File: src/umb_pkg.sv
// shared constants for the channel b modem pin block
`default_nettype none
package umb_pkg;
   // register offsets on the plain register port
   localparam logic [3:0] MODEM_CTRL_OFS = 4'h0;
   localparam logic [3:0] ENH_FEAT_OFS = 4'h1;
   localparam logic [3:0] INT_EN_OFS = 4'h2;
   localparam logic [3:0] ALT_FUNC_OFS = 4'h3;
   localparam logic [3:0] DIV_LO_OFS = 4'h4;
   localparam logic [3:0] DIV_HI_OFS = 4'h5;
   localparam logic [3:0] RX_CFG_OFS = 4'h6;
   localparam logic [3:0] STATUS_OFS = 4'h7;
   // modem control fields
   localparam int MCR_DTR_BIT = 0;
   localparam int MCR_RTS_BIT = 1;
   localparam int MCR_OP2_BIT = 3;
   // enhanced feature fields
   localparam int EFR_AUTO_RTS_BIT = 6;
   localparam int EFR_AUTO_CTS_BIT = 7;
   // alternate function select field
   localparam int AFR_SEL_LSB = 1;
   localparam int AFR_SEL_MSB = 2;
   // receive configuration fields
   localparam int RXC_FIFO_EN_BIT = 7;
   localparam int RXC_TRIG_MSB = 6;
   // status fields
   localparam int ST_CTS_BIT = 0;
   localparam int ST_DSR_BIT = 1;
   localparam int ST_CD_BIT = 2;
   localparam int ST_RI_BIT = 3;
   localparam int ST_RXRDY_BIT = 4;
   localparam int ST_TXOK_BIT = 5;
   // reset values
   localparam logic [7:0] MODEM_CTRL_RST = 8'h00;
   localparam logic [7:0] ENH_FEAT_RST = 8'h00;
   localparam logic [7:0] INT_EN_RST = 8'h00;
   localparam logic [7:0] ALT_FUNC_RST = 8'h00;
   localparam logic [15:0] DIVISOR_RST = 16'h0001;
   localparam logic [7:0] RX_CFG_RST = 8'h01;
   // multi-function output selections
   typedef enum logic [1:0]
   {
      UMB_MF_GPO = 2'h0,
      UMB_MF_BAUD = 2'h1,
      UMB_MF_RXRDY = 2'h2
   } umb_mf_sel_t;
   // modem inputs pass three flops
   localparam int SYNC_STAGES = 3;
endpackage : umb_pkg
`default_nettype wire

File: src/umb_baud.sv
// 16x baud clock generator from a divisor
`default_nettype none
module umb_baud (
   // clock and reset
   input wire logic core_clk,
   input wire logic reset,
   // divisor and 16x clock output
   input wire logic [15:0] divisor,
   output logic baud16_out
);
   logic [15:0] cnt_r;
   logic [15:0] half;

   // high for the upper half of each period
   assign half = divisor >> 1;

   // period counter; divisor below two leaves the clock high
   always_ff @(posedge core_clk)
   begin
      if (reset)
         cnt_r <= 16'h0000;
      else if (cnt_r >= divisor - 16'h0001 || divisor < 16'h0002)
         cnt_r <= 16'h0000;
      else
         cnt_r <= cnt_r + 16'h0001;
   end

   // registered output so the pin never glitches
   always_ff @(posedge core_clk)
   begin
      if (reset)
         baud16_out <= 1'b1;
      else
         baud16_out <= (divisor < 16'h0002) || (cnt_r >= half);
   end

   baud_count_a: assert property (@(posedge core_clk) disable iff (reset)
      divisor >= 16'h0002 && $stable(divisor) |-> cnt_r < divisor)
      else $error("baud counter ran past the divisor");
endmodule : umb_baud
`default_nettype wire

File: src/umb_modem_pins.sv
// channel b modem pins, multi-function output and clock pins
// Functional notes
// - rts pin is active low, software driven or auto flow control
// - cts pin active low; gates transmit when auto cts enabled
// - dtr pin is active low, driven from software control bit
// - dsr, carrier, ring are plain inputs, no effect on uart
// - two-bit select routes one of three functions to mf pin
// - general output: mf pin low while control bit 3 set
// - control bit 3 clears on reset
// - baud function: mf pin carries the 16x baud clock
// - receive-ready function: mf pin active-low rx ready
// - clock pin in, buffered copy out on second pin
`default_nettype none
module umb_modem_pins #(
   parameter int LEVEL_W = 7
) (
   // clock and reset
   input wire logic core_clk,
   input wire logic reset,
   // register port
   input wire logic [3:0] reg_addr,
   input wire logic [7:0] reg_wdata,
   input wire logic reg_wr,
   input wire logic reg_rd,
   output logic [7:0] reg_rdata,
   // modem pins
   output logic req_send_b_n,
   output logic term_ready_b_n,
   input wire logic clear_send_b_n,
   input wire logic set_ready_b_n,
   input wire logic carrier_b_n,
   input wire logic ring_b_n,
   output logic multi_func_out_b_n,
   // clock pins
   output logic clk_buf_out_pin,
   // receive buffer level and transmit gate
   input wire logic [LEVEL_W-1:0] rx_level,
   output logic tx_allow
);
   logic [7:0] modem_control_reg_r;
   logic [7:0] enhanced_feature_reg_r;
   logic [7:0] interrupt_enable_reg_r;
   logic [7:0] alt_function_reg_r;
   logic [15:0] divisor_r;
   logic [7:0] rx_cfg_r;
   logic [3:0] modem_in;
   logic [3:0] modem_sync;
   logic baud_clk_out_b_n;
   logic rx_ready_b_n;
   logic general_out_b_n;
   logic rx_trig_hit;
   logic [LEVEL_W-1:0] trig_level;
   logic [7:0] status;
   logic cts_asserted;
   logic auto_cts;
   logic auto_rts;
   logic [1:0] mf_sel;

   // write decode shared by all control registers
   function automatic logic wr_hit(input logic [3:0] ofs);
      return reg_wr && (reg_addr == ofs);
   endfunction : wr_hit

   // modem control; bit 3 starts clear
   always_ff @(posedge core_clk)
   begin
      if (reset)
         modem_control_reg_r <= umb_pkg::MODEM_CTRL_RST;
      else if (wr_hit(umb_pkg::MODEM_CTRL_OFS))
         modem_control_reg_r <= reg_wdata;
   end

   // enhanced features hold the auto flow control enables
   always_ff @(posedge core_clk)
   begin
      if (reset)
         enhanced_feature_reg_r <= umb_pkg::ENH_FEAT_RST;
      else if (wr_hit(umb_pkg::ENH_FEAT_OFS))
         enhanced_feature_reg_r <= reg_wdata;
   end

   // interrupt enables are held for software only
   always_ff @(posedge core_clk)
   begin
      if (reset)
         interrupt_enable_reg_r <= umb_pkg::INT_EN_RST;
      else if (wr_hit(umb_pkg::INT_EN_OFS))
         interrupt_enable_reg_r <= reg_wdata;
   end

   // alternate function select
   always_ff @(posedge core_clk)
   begin
      if (reset)
         alt_function_reg_r <= umb_pkg::ALT_FUNC_RST;
      else if (wr_hit(umb_pkg::ALT_FUNC_OFS))
         alt_function_reg_r <= reg_wdata;
   end

   // baud divisor, two byte halves
   always_ff @(posedge core_clk)
   begin
      if (reset)
         divisor_r <= umb_pkg::DIVISOR_RST;
      else if (wr_hit(umb_pkg::DIV_LO_OFS))
         divisor_r[7:0] <= reg_wdata;
      else if (wr_hit(umb_pkg::DIV_HI_OFS))
         divisor_r[15:8] <= reg_wdata;
   end

   // receive buffer mode and trigger level
   always_ff @(posedge core_clk)
   begin
      if (reset)
         rx_cfg_r <= umb_pkg::RX_CFG_RST;
      else if (wr_hit(umb_pkg::RX_CFG_OFS))
         rx_cfg_r <= reg_wdata;
   end

   // modem inputs cross in through three flops
   assign modem_in = {ring_b_n, carrier_b_n, set_ready_b_n, clear_send_b_n};

   umb_sync #(
      .WIDTH(4),
      .RST_VAL(4'hF)
   ) u_sync (
      .core_clk(core_clk),
      .reset(reset),
      .async_in(modem_in),
      .sync_out(modem_sync)
   );

   // 16x baud clock for the mf pin
   umb_baud u_baud (
      .core_clk(core_clk),
      .reset(reset),
      .divisor(divisor_r),
      .baud16_out(baud_clk_out_b_n)
   );

   // decoded fields
   assign cts_asserted = !modem_sync[0];
   assign auto_cts = enhanced_feature_reg_r[umb_pkg::EFR_AUTO_CTS_BIT];
   assign auto_rts = enhanced_feature_reg_r[umb_pkg::EFR_AUTO_RTS_BIT];
   assign mf_sel = alt_function_reg_r[umb_pkg::AFR_SEL_MSB:umb_pkg::AFR_SEL_LSB];
   // zero trigger would never release, so treat it as one
   assign trig_level = (rx_cfg_r[umb_pkg::RXC_TRIG_MSB:0] == 7'h00) ? LEVEL_W'(1) :
      LEVEL_W'(rx_cfg_r[umb_pkg::RXC_TRIG_MSB:0]);
   assign rx_trig_hit = rx_level >= trig_level;

   // transmit may start only while cts is asserted under auto cts
   always_ff @(posedge core_clk)
   begin
      if (reset)
         tx_allow <= 1'b1;
      else
         tx_allow <= !auto_cts || cts_asserted;
   end

   // rts: software level, withdrawn by auto rts at the trigger level;
   // auto rts relies on software having set the rts bit first
   always_ff @(posedge core_clk)
   begin
      if (reset)
         req_send_b_n <= 1'b1;
      else
         req_send_b_n <= !(modem_control_reg_r[umb_pkg::MCR_RTS_BIT] &&
            !(auto_rts && rx_trig_hit));
   end

   // dtr is a plain software output
   always_ff @(posedge core_clk)
   begin
      if (reset)
         term_ready_b_n <= 1'b1;
      else
         term_ready_b_n <= !modem_control_reg_r[umb_pkg::MCR_DTR_BIT];
   end

   // rx ready with hysteresis in buffered mode: set at trigger, clear when empty
   always_ff @(posedge core_clk)
   begin
      if (reset)
         rx_ready_b_n <= 1'b1;
      else if (!rx_cfg_r[umb_pkg::RXC_FIFO_EN_BIT])
         rx_ready_b_n <= rx_level == '0;
      else if (rx_trig_hit)
         rx_ready_b_n <= 1'b0;
      else if (rx_level == '0)
         rx_ready_b_n <= 1'b1;
   end

   // general output is active low from control bit 3
   assign general_out_b_n = !modem_control_reg_r[umb_pkg::MCR_OP2_BIT];

   // mf pin selection; the unused code idles high
   always_ff @(posedge core_clk)
   begin
      if (reset)
         multi_func_out_b_n <= 1'b1;
      else
      begin
         unique case (umb_pkg::umb_mf_sel_t'(mf_sel))
            umb_pkg::UMB_MF_GPO: multi_func_out_b_n <= general_out_b_n;
            umb_pkg::UMB_MF_BAUD: multi_func_out_b_n <= baud_clk_out_b_n;
            umb_pkg::UMB_MF_RXRDY: multi_func_out_b_n <= rx_ready_b_n;
            default: multi_func_out_b_n <= 1'b1;
         endcase
      end
   end

   // status shows pin levels as asserted-high; only cts also steers the transmit gate
   always_comb
   begin
      status = 8'h00;
      status[umb_pkg::ST_CTS_BIT] = cts_asserted;
      status[umb_pkg::ST_DSR_BIT] = !modem_sync[1];
      status[umb_pkg::ST_CD_BIT] = !modem_sync[2];
      status[umb_pkg::ST_RI_BIT] = !modem_sync[3];
      status[umb_pkg::ST_RXRDY_BIT] = !rx_ready_b_n;
      status[umb_pkg::ST_TXOK_BIT] = tx_allow;
   end

   // read data stand one cycle after the strobe, zero otherwise
   always_ff @(posedge core_clk)
   begin
      if (reset || !reg_rd)
         reg_rdata <= 8'h00;
      else
      begin
         unique case (reg_addr)
            umb_pkg::MODEM_CTRL_OFS: reg_rdata <= modem_control_reg_r;
            umb_pkg::ENH_FEAT_OFS: reg_rdata <= enhanced_feature_reg_r;
            umb_pkg::INT_EN_OFS: reg_rdata <= interrupt_enable_reg_r;
            umb_pkg::ALT_FUNC_OFS: reg_rdata <= alt_function_reg_r;
            umb_pkg::DIV_LO_OFS: reg_rdata <= divisor_r[7:0];
            umb_pkg::DIV_HI_OFS: reg_rdata <= divisor_r[15:8];
            umb_pkg::RX_CFG_OFS: reg_rdata <= rx_cfg_r;
            umb_pkg::STATUS_OFS: reg_rdata <= status;
            default: reg_rdata <= 8'h00;
         endcase
      end
   end

   // buffered reference clock; a flop would halve it, so it passes straight
   assign clk_buf_out_pin = core_clk;

   mf_gpo_a: assert property (@(posedge core_clk) disable iff (reset)
      mf_sel == 2'h0 && modem_control_reg_r[umb_pkg::MCR_OP2_BIT]
      |=> !multi_func_out_b_n)
      else $error("mf pin not low with general output set");

   mf_baud_a: assert property (@(posedge core_clk) disable iff (reset)
      mf_sel == 2'h1 |=> multi_func_out_b_n == $past(baud_clk_out_b_n))
      else $error("mf pin does not carry baud clock");

   mf_rxrdy_a: assert property (@(posedge core_clk) disable iff (reset)
      mf_sel == 2'h2 |=> multi_func_out_b_n == $past(rx_ready_b_n))
      else $error("mf pin does not carry rx ready");

   op2_reset_a: assert property (@(posedge core_clk)
      reset |=> modem_control_reg_r[umb_pkg::MCR_OP2_BIT] == 1'b0)
      else $error("control bit 3 not cleared by reset");

   rts_pin_a: assert property (@(posedge core_clk) disable iff (reset)
      !auto_rts |=> req_send_b_n == !$past(modem_control_reg_r[umb_pkg::MCR_RTS_BIT]))
      else $error("rts pin does not follow control bit");

   dtr_pin_a: assert property (@(posedge core_clk) disable iff (reset)
      1'b1 |=> term_ready_b_n == !$past(modem_control_reg_r[umb_pkg::MCR_DTR_BIT]))
      else $error("dtr pin does not follow control bit");

   cts_gate_a: assert property (@(posedge core_clk) disable iff (reset)
      auto_cts && modem_sync[0] |=> !tx_allow)
      else $error("transmit not gated by deasserted cts");

   rx_ready_a: assert property (@(posedge core_clk) disable iff (reset)
      !rx_cfg_r[umb_pkg::RXC_FIFO_EN_BIT] && rx_level != '0 ##1 1'b1 |-> !rx_ready_b_n)
      else $error("rx ready not asserted with data held");

   rx_drain_a: assert property (@(posedge core_clk) disable iff (reset)
      rx_level == '0 |=> rx_ready_b_n)
      else $error("rx ready held after buffer drained");

   // auto rts must pull the request back once the trigger is reached
   auto_rts_a: assert property (@(posedge core_clk) disable iff (reset)
      auto_rts && rx_trig_hit |=> req_send_b_n)
      else $error("rts not withdrawn at trigger level");

   rts_back_a: assert property (@(posedge core_clk) disable iff (reset)
      modem_control_reg_r[umb_pkg::MCR_RTS_BIT] && !(auto_rts && rx_trig_hit)
      |=> !req_send_b_n)
      else $error("rts not asserted from control bit");

   cts_pass_a: assert property (@(posedge core_clk) disable iff (reset)
      auto_cts && !modem_sync[0] |=> tx_allow)
      else $error("transmit held with cts asserted");

   // without auto cts no modem input may stop the transmitter
   tx_free_a: assert property (@(posedge core_clk) disable iff (reset)
      !auto_cts |=> tx_allow)
      else $error("transmit gated by a modem input");

   rx_hold_a: assert property (@(posedge core_clk) disable iff (reset)
      rx_cfg_r[umb_pkg::RXC_FIFO_EN_BIT] && rx_trig_hit |=> !rx_ready_b_n)
      else $error("rx ready not asserted at trigger level");

   mf_idle_a: assert property (@(posedge core_clk) disable iff (reset)
      mf_sel == 2'h3 |=> multi_func_out_b_n)
      else $error("mf pin not idle on unused select");
endmodule : umb_modem_pins
`default_nettype wire

File: src/umb_sync.sv
// three-flop synchroniser with agreement filter
`default_nettype none
module umb_sync #(
   parameter int WIDTH = 4,
   parameter logic [WIDTH-1:0] RST_VAL = '1
) (
   // clock and reset
   input wire logic core_clk,
   input wire logic reset,
   // asynchronous input and filtered result
   input wire logic [WIDTH-1:0] async_in,
   output logic [WIDTH-1:0] sync_out
);
   logic [WIDTH-1:0] s1_r;
   logic [WIDTH-1:0] s2_r;
   logic [WIDTH-1:0] s3_r;

   // shift chain; first stage feeds only the second
   always_ff @(posedge core_clk)
   begin
      if (reset)
      begin
         s1_r <= RST_VAL;
         s2_r <= RST_VAL;
         s3_r <= RST_VAL;
      end
      else
      begin
         s1_r <= async_in;
         s2_r <= s1_r;
         s3_r <= s2_r;
      end
   end

   // a bit changes only once two later stages agree
   always_ff @(posedge core_clk)
   begin
      if (reset)
         sync_out <= RST_VAL;
      else
      begin
         for (int i = 0; i < WIDTH; i++)
         begin
            if (s2_r[i] == s3_r[i])
               sync_out[i] <= s3_r[i];
         end
      end
   end

   sync_agree_a: assert property (@(posedge core_clk) disable iff (reset)
      !$stable(sync_out) |-> $past(s2_r) == $past(s3_r))
      else $error("filtered input changed without agreement");
endmodule : umb_sync
`default_nettype wire
File: config.mk
export PLATFORM = sky130hd
export DESIGN_NAME = umb_modem_pins
export DESIGN_NICKNAME = d
export VERILOG_FILES = /design/src/umb_pkg.sv /design/src/umb_baud.sv /design/src/umb_modem_pins.sv /design/src/umb_sync.sv
export SDC_FILE = /design/constraint.sdc
export NUM_CORES = 1
export LEC_CHECK = 0
export BUFFER_PORTS_ARGS = -buffer_cell sky130_fd_sc_hd__buf_2
export CAP_MARGIN = 25
export CORE_UTILIZATION = 50
export CTS_CLUSTER_SIZE = 16
export DETAILED_ROUTE_END_ITERATION = 8
export PLACE_DENSITY = 0.74
export SETUP_SLACK_MARGIN = 0.1
export SLEW_MARGIN = 20
export SYNTH_ARGS = -nofsm -noshare
export SYNTH_HDL_FRONTEND = slang
export SYNTH_SLANG_ARGS = --single-unit
File: constraint.sdc
create_clock -name core_clk -period 2.83 [get_ports core_clk]
set_clock_uncertainty 0.1 [all_clocks]
set_input_delay 0.283 -clock core_clk [delete_from_list [all_inputs] [get_ports core_clk]]
set_output_delay 0.283 -clock core_clk [all_outputs]
set_load 0.02 [all_outputs]
==> flow_metrics.tcl <==
set metrics [dict create \
    status "completed" \
    p_sw_share_pct 26.0 \
    syn_area_per_cell_sq_um 9.10 \
    areaGrowthSynthToFinish_pct 13.0 \
    reg2regPathDepth 11 \
    internal_power_mw 2.07 \
    tightest_slew_ns 0.824 \
    period_share_pct 89.7 \
    layout.nets 689 \
    period_needed_ns 2.54 \
    grtUsageTotal_pct 23.9 \
    post-route-drc-count 0 \
    fin_setup_tns_ns 0 \
    grt-busiest-layer "met2" \
    cts.clk_slew.worst_paths_ns 0.11 \
    ir_worst_vdd_mv 0.256 \
    p_seq_share_pct 52.6 \
    cap_viol_max_count 0 \
    gp_congestion 0.917 \
    viasPerCell 5.57 \
    grt_pass1_vias 4057 \
    syn-num-nets 644 \
    cp_max_fo 16 \
    worstPathArrival_ns 2.81 \
    p_per_area_nw_per_um2 472 \
    die_y_um 104 \
    drv_slew 0 \
    wl_per_cell_um 16.1 \
    synth_common_cells "dfxtp_1 (102), nor2_1 (82), mux2i_1 (46)" \
    met1_usage_pct 30.0 \
    crit_path_end "u_baud.cnt_r[11]" \
    hp-start "reg_wdata[3]" \
    fmax_ghz 0.394 \
    ys_types 56 \
    die_area_sq_um 10900 \
    r2r_setup_slack_ns 0.29 \
    ys.warnings.count 0 \
    synth_edf_count 0 \
    post-synth-top-count-cell "dfxtp_1" \
    die-width_um 104 \
    hp-class "in -> reg" \
    grt_overflow 0 \
    antenna_found_initial 0 \
    async_reset_ff_share_pct 0 \
    start_util_pct 51.3 \
    core_area_sq_um 10200 \
    rr_endpoint "u_baud.cnt_r[11]" \
    via_count 4247 \
    yosysTopAreaCell "dfxtp_1" \
    clock_latency_ns 0.48 \
    synth_top_cells_by_area "dfxtp_1 (39%), ha_1 (9.5%), mux2i_1 (8.8%), nor2_1 (5.9%), a21oi_1 (3.4%)" \
    grt_pass1_wl_mm 20.4 \
    p_leak_nw 2.32 \
    ys.flop_type "dfxtp_1" \
    rsz0062_at_grt "false" \
    path_common_cell "nor4_4" \
    rows 37 \
    final_antenna_net_count 0 \
    slew_headroom_pct 44.9 \
    grtUsageMet2_pct 39.6 \
    hold_viol 0 \
    drive_gt1_share_pct 17.5 \
    portBuffers 39 \
    globalRouteMet3Util_pct 4.39 \
    drt-initial-drc-count 260 \
    path_cells "nor4_4, nand2_2, nor4_4, xnor2_1, ha_1, nand4_1, nor3_2, a31oi_1, nand4_2, buf_6, nor2_1" \
    synth_cells 577 \
    path_class "reg -> reg" \
    grt_max_degree 42 \
    switchingPower_mw 0.727 \
    drt_wl_total_mm 12.3 \
    ys_seq_elements 102 \
    setup_violations 0 \
    ios 40 \
    dp_hpwl_mm 8.90 \
    slowest_stage "dfxtp_1" \
    diodes 0 \
    crit_required_ns 3.10 \
    fillers 889 \
    power_frac_comb_pct 8.5 \
    synth_area_sq_um 5250 \
    crit-reg2reg-launch "divisor_r[7]" \
    synth_top_area_share_pct 38.9 \
    cpPeakStageDelay_ns 0.37 \
    startpoint_type "flop" \
    p_clk_share_pct 38.9 \
    tritoncts "yes" \
    crit_path_end_kind "flop" \
    firstDrtPassIters 5 \
    p_total_mw 2.80 \
    startpoint "divisor_r[7]" \
    synth.yosys.seq_area_share_pct 38.9 \
]
worst min-delay path by stage:
stage	end	slack [ns]	depth (start not counted)
after floorplan	term_ready_b_n	0.28	1
after global placement	u_sync.s2_r[0]	0.29	1
after detailed placement	u_sync.s2_r[1]	0.30	1
after CTS	interrupt_enable_reg_r[3]	0.004	3
after global routing	interrupt_enable_reg_r[6]	0.02	3
final	interrupt_enable_reg_r[3]	0.02	3
metal layers:
| metal | routed length, um | up-vias |
|---|---|---|
| met2 | 5920 | 135 |
| met3 | 678 | 26 |
| met1 | 5320 | 1979 |
| met5 | 0 | - |
| li1 | - | 2107 |
| met4 | 391 | 0 |
state kept, by name, summed over array words and instances (netlist names), 4 cells and up:
register / flops
divisor_r: 16
u_sync.s3_r: 4
u_sync.s2_r: 4
interrupt_enable_reg_r: 8
u_sync.sync_out: 4
alt_function_reg_r: 8
modem_control_reg_r: 8
enhanced_feature_reg_r: 8
u_baud.cnt_r: 16
reg_rdata: 8
u_sync.s1_r: 4
rx_cfg_r: 8
power by group through the flow:
stage,registers (mW),clock network [mW],logic [mW]
detailed placement,1.51,0.0330,0.223
global route,1.48,1.18,0.262
global placement,1.50,0.0330,0.218
CTS,1.47,1.12,0.231
floorplan,1.50,0.0413,0.148
finish,1.47,1.09,0.237
cells in the final DEF (no fill, tap or decap), drive strengths merged, types with 3 or more instances in the layout:
master,synthesis,final
dfxtp,102,102
nor2,82,82
buf,16,53
mux2i,46,46
ha,40,40
nand2,37,37
a21oi,36,36
inv,31,34
nand3,27,27
xnor2,20,20
o21ai,13,13
or2,12,12
clkbuf,12,12
nor3,9,9
nor4,9,9
mux4,7,7
xor2,6,6
dlygate4sd3,0,6
nor2b,5,5
a31oi,5,5
nand4,5,5
nand2b,4,4
o21bai,4,4
nor3b,4,4
nand3b,3,3
a211oi,3,3
a21o,3,3
a22oi,3,3
a211o,3,3
and3,3,3
per-stage QoR:
stage	std cells	setup WS, ns	util (%)	area (sq um)	hold slack [ns]
finish	763	0.292	58.0	5940	0.0241
floorplan	577	0.314	-	5250	0.283
global route	763	0.0616	58.0	5940	0.0203
detailed placement	735	0.120	54.4	5560	0.297
global placement	735	0.218	54.4	5560	0.292
CTS	760	0.130	57.4	5870	0.00386
cells by family after synthesis:
logic type	after synthesis	share of synthesized area [%]
simple gates	207	19.6
flops	102	38.9
compound gates	88	10.5
buf+inv	59	4.91
mux	55	12.3
fa+ha+maj	40	9.53
xor+xnor	26	4.34
worst max-delay path: cells and delay by family, from the launching register on:
kind	cells	cell delay [ns]
and+or+nand+nor	7	1.24
DFF	1	0.37
adders and majority gates	1	0.31
buffers and inverters	1	0.17
xor gates and xnor gates	1	0.12
AOI/OAI and AO/OA	1	0.11
cell type report:
| type | instances | area [sq um] | share of cell area, % |
|---|---|---|---|
| clock inverter | 7 | 78.8 | 1.33 |
| sequential | 102 | 2040 | 34.4 |
| tap | 136 | 170 | 2.87 |
| clock buffer | 13 | 170 | 2.87 |
| timing repair buffer | 58 | 359 | 6.05 |
| multi-input combinational | 416 | 3000 | 50.5 |
| inverter | 31 | 116 | 1.96 |
repair_timing:
item	in CTS	in global routing
endpoints found under the setup margin	14	16
setup buffers	0	3
pin swaps	0	5
resized for setup	1	11
endpoints found under the hold margin	6	0
hold buffers	6	0
(Power assumes the default switching activity.)
